[config.mk]
export PLATFORM = sky130hd
export DESIGN_NAME = fps_product_summer
export DESIGN_NICKNAME = d
export VERILOG_FILES = /design/src/fps_pkg.sv /design/src/fps_product_summer.sv
export SDC_FILE = /design/constraint.sdc
export NUM_CORES = 2
export LEC_CHECK = 0
export ABC_AREA = 1
export BUFFER_PORTS_ARGS = -buffer_cell sky130_fd_sc_hd__buf_2
export CORE_ASPECT_RATIO = 0.75
export CORE_UTILIZATION = 50
export CTS_CLUSTER_SIZE = 10
export DETAILED_ROUTE_END_ITERATION = 6
export GPL_TIMING_DRIVEN = 0
export PLACE_DENSITY = 0.63
export SLEW_MARGIN = 20
export SYNTH_ARGS = -nofsm -noshare
export SYNTH_HDL_FRONTEND = slang
export SYNTH_HIERARCHICAL = 1
export SYNTH_SLANG_ARGS = --single-unit
[constraint.sdc]
create_clock -name pclk -period 85.5 [get_ports pclk]
set_clock_uncertainty 0.05 [all_clocks]
set_input_delay 4.275 -clock pclk [delete_from_list [all_inputs] [get_ports pclk]]
set_output_delay 4.275 -clock pclk [all_outputs]
set_load 0.02 [all_outputs]
[src/fps_pkg.sv]
// constants and types for the single-precision product summer
package fps_pkg;
    localparam logic [11:0] FPS_CTRL_OFF = 12'h000;
    localparam logic [11:0] FPS_RESULT_OFF = 12'h004;
    localparam logic [11:0] FPS_STATUS_OFF = 12'h008;
    localparam int FPS_FUNC_BIT = 0;
    localparam int FPS_MODE_LSB = 1;
    localparam int FPS_MODE_MSB = 2;
    localparam logic [2:0] FPS_CTRL_RST = 3'h0;
    localparam int FPS_LATENCY = 4;
    localparam int FPS_FIFO_DEPTH = 8;
    localparam int FPS_WIDTH = 32;
    localparam logic [31:0] FPS_ONE = 32'h3f800000;
    localparam logic [31:0] FPS_QNAN = 32'h7fc00000;
    localparam logic [31:0] FPS_ZERO = 32'h00000000;
    localparam logic [7:0] FPS_EXP_MAX = 8'hff;
    localparam logic signed [9:0] FPS_BIAS = 10'h07f;

    typedef enum logic {FPS_FN_PRODUCT_SUM, FPS_FN_SUM_ONLY} fps_func_t;
    typedef enum logic [1:0] {FPS_MODE_INHERIT, FPS_MODE_SPECIFY, FPS_MODE_BOOL} fps_mode_t;

    typedef struct packed {
        logic valid;
        logic keep;
        fps_func_t func;
        logic [31:0] x;
        logic [31:0] y;
    } fps_opnd_t;

    typedef struct packed {
        logic valid;
        logic keep;
        fps_func_t func;
        logic sign;
        logic special;
        logic zero;
        logic signed [9:0] exp;
        logic [47:0] mant;
    } fps_prod_t;

    typedef struct packed {
        logic valid;
        logic keep;
        fps_func_t func;
        logic [31:0] val;
    } fps_word_t;
endpackage

[src/fps_product_summer.sv]
// single-precision product summer with result fifo and apb control
//
// The APB interface to the registers and the placing of the registers were chosen for this implementation.
`timescale 1ns/1ps

module fps_fifo import fps_pkg::*; #(
    parameter int WIDTH = 32,
    parameter int DEPTH = 8
) (
    input wire logic pclk,
    input wire logic presetn,
    input wire logic in_valid,
    output logic in_ready,
    input wire logic [WIDTH-1:0] in_data,
    output logic out_valid,
    input wire logic out_ready,
    output logic [WIDTH-1:0] out_data,
    output logic [$clog2(DEPTH+1)-1:0] count
);
    localparam int AW = $clog2(DEPTH);
    logic [WIDTH-1:0] mem [DEPTH];
    logic [AW-1:0] wr_ptr;
    logic [AW-1:0] rd_ptr;
    wire push = in_valid && in_ready;
    wire pop = out_valid && out_ready;

    assign in_ready = count != DEPTH[$clog2(DEPTH+1)-1:0];
    assign out_valid = count != '0;
    assign out_data = mem[rd_ptr];

    always_ff @(posedge pclk) begin
        if (push) begin
            mem[wr_ptr] <= in_data;
        end
    end

    always_ff @(posedge pclk or negedge presetn) begin
        if (!presetn) begin
            wr_ptr <= '0;
            rd_ptr <= '0;
            count <= '0;
        end else begin
            if (push) begin
                wr_ptr <= (wr_ptr == AW'(DEPTH - 1)) ? '0 : wr_ptr + 1'b1;
            end
            if (pop) begin
                rd_ptr <= (rd_ptr == AW'(DEPTH - 1)) ? '0 : rd_ptr + 1'b1;
            end
            count <= count + {{($clog2(DEPTH+1)-1){1'b0}}, push} - {{($clog2(DEPTH+1)-1){1'b0}}, pop};
        end
    end
endmodule

module fps_product_summer import fps_pkg::*; (
    input wire logic pclk,
    input wire logic presetn,
    input wire logic psel,
    input wire logic penable,
    input wire logic pwrite,
    input wire logic [11:0] paddr,
    input wire logic [31:0] pwdata,
    output logic [31:0] prdata,
    output logic pready,
    output logic pslverr,
    input wire logic in_valid,
    output logic in_ready,
    input wire logic [31:0] x,
    input wire logic [31:0] y,
    input wire logic keep_sum,
    output logic [31:0] q,
    output logic q_bool,
    output logic q_valid,
    output logic res_valid,
    input wire logic res_ready,
    output logic [31:0] res_data
);
    logic [2:0] ctrl;
    logic [31:0] acc;
    fps_opnd_t s1;
    fps_prod_t s2;
    fps_word_t s3;
    logic [3:0] fifo_count;

    // flush denormals to a signed zero
    function automatic logic [31:0] ftz(input logic [31:0] v);
        ftz = (v[30:23] == 8'h00) ? {v[31], 31'h00000000} : v;
    endfunction

    // normalise the raw mantissa product, truncating extra bits
    function automatic logic [31:0] pack_prod(input fps_prod_t p);
        logic signed [9:0] e;
        logic [22:0] m;
        e = p.exp + (p.mant[47] ? 10'sh001 : 10'sh000);
        m = p.mant[47] ? p.mant[46:24] : p.mant[45:23];
        if (p.special) begin
            pack_prod = FPS_QNAN;
        end else if (p.zero || e <= 10'sh000) begin
            pack_prod = {p.sign, 31'h00000000};
        end else if (e >= 10'sh0ff) begin
            pack_prod = {p.sign, FPS_EXP_MAX, 23'h000000};
        end else begin
            pack_prod = {p.sign, e[7:0], m};
        end
    endfunction

    // aligned add with truncation; small results flush to zero
    function automatic logic [31:0] fp_add(input logic [31:0] a, input logic [31:0] b);
        logic [31:0] big;
        logic [31:0] sml;
        logic [7:0] d;
        logic [26:0] mb;
        logic [26:0] ms;
        logic [26:0] s;
        logic [8:0] e;
        big = (a[30:0] >= b[30:0]) ? a : b;
        sml = (a[30:0] >= b[30:0]) ? b : a;
        d = big[30:23] - sml[30:23];
        mb = {2'b01, big[22:0], 2'b00};
        ms = (d > 8'd26) ? 27'h0 : ({2'b01, sml[22:0], 2'b00} >> d);
        s = (big[31] == sml[31]) ? mb + ms : mb - ms;
        e = {1'b0, big[30:23]};
        if (s[26]) begin
            s = s >> 1;
            e = e + 9'h001;
        end
        for (int i = 0; i < 26; i++) begin
            if (!s[25] && e != 9'h000) begin
                s = s << 1;
                e = e - 9'h001;
            end
        end
        if (big[30:23] == FPS_EXP_MAX || sml[30:23] == 8'h00) begin
            fp_add = big;
        end else if (!s[25] || e == 9'h000) begin
            fp_add = {big[31], 31'h00000000};
        end else if (e >= 9'h0ff) begin
            fp_add = {big[31], FPS_EXP_MAX, 23'h000000};
        end else begin
            fp_add = {big[31], e[7:0], s[24:2]};
        end
    endfunction

    // apb decode, zero wait states
    wire apb_setup = psel && !penable;
    wire apb_access = psel && penable;
    wire hit_ctrl = paddr == FPS_CTRL_OFF;
    wire hit_result = paddr == FPS_RESULT_OFF;
    wire hit_status = paddr == FPS_STATUS_OFF;
    wire hit_any = hit_ctrl || hit_result || hit_status;
    wire ctrl_wr = apb_access && pwrite && hit_ctrl;
    wire fps_func_t func = fps_func_t'(ctrl[FPS_FUNC_BIT]);
    wire fps_mode_t mode = fps_mode_t'(ctrl[FPS_MODE_MSB:FPS_MODE_LSB]);
    logic [31:0] rd_mux;

    assign pready = 1'b1;
    assign pslverr = apb_access && !hit_any;
    assign rd_mux = hit_ctrl ? {29'h0, ctrl}
                  : hit_result ? acc
                  : hit_status ? {28'h0, fifo_count}
                  : FPS_ZERO;

    always_ff @(posedge pclk or negedge presetn) begin
        if (!presetn) begin
            ctrl <= FPS_CTRL_RST;
            prdata <= FPS_ZERO;
        end else begin
            if (ctrl_wr) begin
                ctrl <= pwdata[2:0];
            end
            if (apb_setup && !pwrite) begin
                prdata <= rd_mux;
            end
        end
    end

    // admission: room for every word already in flight
    wire [4:0] in_flight = 5'(s1.valid) + 5'(s2.valid) + 5'(s3.valid) + 5'(q_valid);
    assign in_ready = (5'(fifo_count) + in_flight) < 5'(FPS_FIFO_DEPTH);
    wire in_fire = in_valid && in_ready;

    // stage 1: capture and flush operands
    fps_opnd_t next_s1;
    assign next_s1.valid = in_fire;
    assign next_s1.keep = keep_sum;
    assign next_s1.func = func;
    assign next_s1.x = ftz(x);
    assign next_s1.y = (func == FPS_FN_SUM_ONLY) ? FPS_ONE : ftz(y);

    // stage 2: multiply mantissas
    fps_prod_t next_s2;
    assign next_s2.valid = s1.valid;
    assign next_s2.keep = s1.keep;
    assign next_s2.func = s1.func;
    assign next_s2.sign = s1.x[31] ^ s1.y[31];
    assign next_s2.special = s1.x[30:23] == FPS_EXP_MAX || s1.y[30:23] == FPS_EXP_MAX;
    assign next_s2.zero = s1.x[30:23] == 8'h00 || s1.y[30:23] == 8'h00;
    assign next_s2.exp = $signed({2'b00, s1.x[30:23]}) + $signed({2'b00, s1.y[30:23]}) - FPS_BIAS;
    assign next_s2.mant = {1'b1, s1.x[22:0]} * {1'b1, s1.y[22:0]};

    // stage 3: product as a float
    fps_word_t next_s3;
    assign next_s3.valid = s2.valid;
    assign next_s3.keep = s2.keep;
    assign next_s3.func = s2.func;
    assign next_s3.val = pack_prod(s2);

    // stage 4: sum with the previous result or with zero
    wire [31:0] addend = s3.keep ? acc : FPS_ZERO;
    wire [31:0] next_acc = fp_add(addend, s3.val);
    wire [31:0] next_q = (mode == FPS_MODE_BOOL) ? {31'h0, next_acc[0]} : next_acc;

    always_ff @(posedge pclk or negedge presetn) begin
        if (!presetn) begin
            s1 <= '0;
            s2 <= '0;
            s3 <= '0;
        end else begin
            s1 <= next_s1;
            s2 <= next_s2;
            s3 <= next_s3;
        end
    end

    always_ff @(posedge pclk or negedge presetn) begin
        if (!presetn) begin
            acc <= FPS_ZERO;
            q <= FPS_ZERO;
            q_bool <= 1'b0;
            q_valid <= 1'b0;
        end else begin
            q_valid <= s3.valid;
            if (s3.valid) begin
                acc <= next_acc;
                q <= next_q;
                q_bool <= (mode == FPS_MODE_BOOL) && next_acc[0];
            end
        end
    end

    fps_fifo #(
        .WIDTH(FPS_WIDTH),
        .DEPTH(FPS_FIFO_DEPTH)
    ) u_fifo (
        .pclk(pclk),
        .presetn(presetn),
        .in_valid(q_valid),
        .in_ready(),
        .in_data(q),
        .out_valid(res_valid),
        .out_ready(res_ready),
        .out_data(res_data),
        .count(fifo_count)
    );
endmodule

==> run_results.csv <==
group,metric,value,unit
outcome,status,"completed",
clocking,cts_buffers,57,
worst_setup_path,cp-end-kind,"register",
synth,ys_seq_area_frac,0.200,
synth,muxShareOfSynthArea,0.00149,
timing,tns,0,ns
synth,yosys.area_share.simple,0.336,
clocking,cts.clk_slew.worst_paths,0.06,ns
timing,min_period,35.10,ns
drt,antenna_left,0,
synth,synth_compound_area_frac,0.0934,
synth,synth_fp_nets,10900,
final_layout,final_cells,12100,
synth,synth_ff_type,"edfxtp_1",
synth,ys_ff_latch,506,
clocking,post_cts_buffers,0,
drt,viasPerCell,5.19,
worst_setup_path,cp-startpoint,"s3[33]$_DFF_PN0_",
floorplanning,dieHeight,325,µm
floorplanning,core,138000,µm²
worst_setup_path,cpPeakStageDelay,0.63,ns
final_layout,finalNetCount,11200,
worst_setup_path,cp.required,86.05,ns
floorplanning,die-area,141000,µm²
drt,drt_iter0_drc,5929,
clocking,cts-root-buf,"clkbuf_16",
synth,synth_edf_count,256,
drt,dr.pass1.iters,6,
synth,syn-instance-count,9954,
worst_setup_path,critPathMaxFanout,10,
clocking,cts_resized,0,
synth,synthXorXnorAreaFrac,0.0135,
synth,yosysTopAreaCellShare,0.139,
final_layout,syn2layout_area_growth,7.67,%
clocking,cts_hold_buf,0,
synth,yosysWarnings,6,
timing,fmax,0.0285,GHz
synth,synth_area,69600,µm²
floorplanning,io_pins,218,
grt,grt_pass1_vias,58300,
worst_setup_path,r2r-start,"s3[33]$_DFF_PN0_",
floorplanning,die_x,433,µm
placed_design,gp_congestion,1.02,
timing,hold_violations,0,
clocking,htreeDepth,2,
synth,synth.top_cells.by_area,"fa_1 (14%), nand2_1 (13%), edfxtp_1 (11%)",
synth,yosys.area.top_type,"fa_1",
synth,post_synth.cell_area_avg,7.00,µm²
hold_path,min_from,"next_s3[33]$_DFF_PN0_",
timing,fin_crit_sh,0.410,
final_layout,fill_cells,13700,
synth,synth_top_family_by_area,"simple AND/OR/NAND/NOR gates",
placed_design,hpwl,174,mm
worst_setup_path,cp_slowest_cell,"o311ai_0",
grt,grt_pass1_wl,332,mm
drt,remaining_drc_errors,0,
worst_setup_path,critical_path.most_common_cell,"nand2_1",
synth,synth_cell_types,88,
timing,rsz0062_at_grt,"false",
timing,slew_headroom,0.159,
worst_setup_path,cp_num_buf_inv,32,
drt,routed_wl,212,mm
placed_design,dpl.cell_count,12000,
grt,antenna_found_initial,5,
grt,grt_usage,0.299,
synth,synth_most_common_cell,"nand2_1",
clocking,clk_latency,0.65,ns
placed_design,io_buffers,187,
run,drv_cap,0,
grt,grt_max_degree,91,
clocking,clock_path_buffers,3,
drt,avgRoutedWirePerCell,17.5,µm
worst_setup_path,start_kind,"register",
worst_setup_path,crit_family,"simple AND/OR/NAND/NOR gates",
timing,worst_pin_slew,1.25,ns
timing,slew_viol_final,0,
clocking,cts_tree,"done",
synth,postSynth.asyncResetShare,0.494,
drt,via_count,63000,
grt,grt_overflow_total,0,
floorplanning,row_count,118,
floorplanning,initial_core_util,0.504,
hold_path,holdCritPathClass,"reg -> reg",
final_layout,post_route_cells_drive_above_1_share,0.148,
clocking,cts_sinks,506,
worst_setup_path,arrival,35.64,ns
worst_setup_path,path_class,"reg -> reg",
synth,synth_fa_ha_area_frac,0.198,
synth,synth_common_cells,"nand2_1 (2397), inv_1 (2038), nor2_1 (803)",
timing,finalSetupViolCount,0,
[final cells by class]
cell class	count	area, µm²	area share
tap	1860	2330	0.0310
multi-input combinational	6899	44800	0.598
sequential	506	13900	0.186
clock inverter	5	128	0.00170
timing repair buffer	222	1280	0.0170
clock buffer	91	1560	0.0209
inverter	2147	8270	0.110
buffer	402	2650	0.0353
antenna	2	5.00	0.0000667
[per-stage QoR]
stage / utilization / setup WS (ns) / cell area, µm² / hold slack (ns)
3_3_place_gp: 0.528 / 51.33 / 72900 / 0.284
4_1_cts: 0.543 / 50.88 / 75000 / 0.302
2_1_floorplan: - / 56.98 / 69600 / 0.281
6_report: 0.543 / 50.40 / 75000 / 0.299
3_5_place_dp: 0.530 / 51.06 / 73300 / 0.292
5_1_grt: 0.543 / 47.19 / 75000 / 0.304
[per-layer routing]
layer	up-vias	GRT usage	wire length (µm)
li1	31000	-	-
met1	29500	0.466	103000
met2	2294	0.420	84000
met3	213	0.0757	22400
met4	2	0.0401	3040
met5	-	0	14
[layout by cell type, fill, tap and decap left out, types with 89 or more instances in the layout]
cell type,instances
nand2_1,2397
inv_1,2038
nor2_1,803
a21oi_1,599
nand3_1,516
fa_1,485
nand2_2,364
ha_1,327
o21ai_0,297
edfxtp_1,256
dfrtp_1,250
clkbuf_1,248
buf_2,232
nand2_4,189
nand4_1,153
nor2_2,118
xor2_1,89
[flip-flops by register name, summed over array words and instances (netlist names)]
signal and cells:
prdata 32, next_s2 2, q 32, u_fifo/rd_ptr 3
ctrl 3, u_fifo/wr_ptr 3, s2 38, next_s3 2
q_bool 1, s3 34, u_fifo/mem 256, acc 31
q_valid 1, s1 64, u_fifo/count 4
[path summary, 6_finish.rpt]
kind | depth (start not counted) | slack, ns | end
worst min register to register | 0 | 0.30 | s3[33]$_DFF_PN0_
worst max register to register | 253 | 50.40 | q[16]$_DFFE_PN0P_
max in group asynchronous | 4 | 80.46 | s1[28]$_DFF_PN0_
min in group asynchronous | 1 | 3.41 | s3[33]$_DFF_PN0_
worst min-delay path | 0 | 0.30 | s3[33]$_DFF_PN0_
worst max-delay path | 253 | 50.40 | q[16]$_DFFE_PN0P_
[cell families (layout without fill, tap and decap cells)]
family / after synthesis / in the layout
mux: 10 / 10
flops: 506 / 506
other cells: 1 / 3
buf+inv: 2549 / 2867
fa+ha+maj: 812 / 812
simple gates: 4820 / 4820
compound gates: 1152 / 1152
xor+xnor: 104 / 104
Power is left out: the tool's default activity adds up to more than one toggle a clock period on the data nets, which glitch-free logic cannot reach.
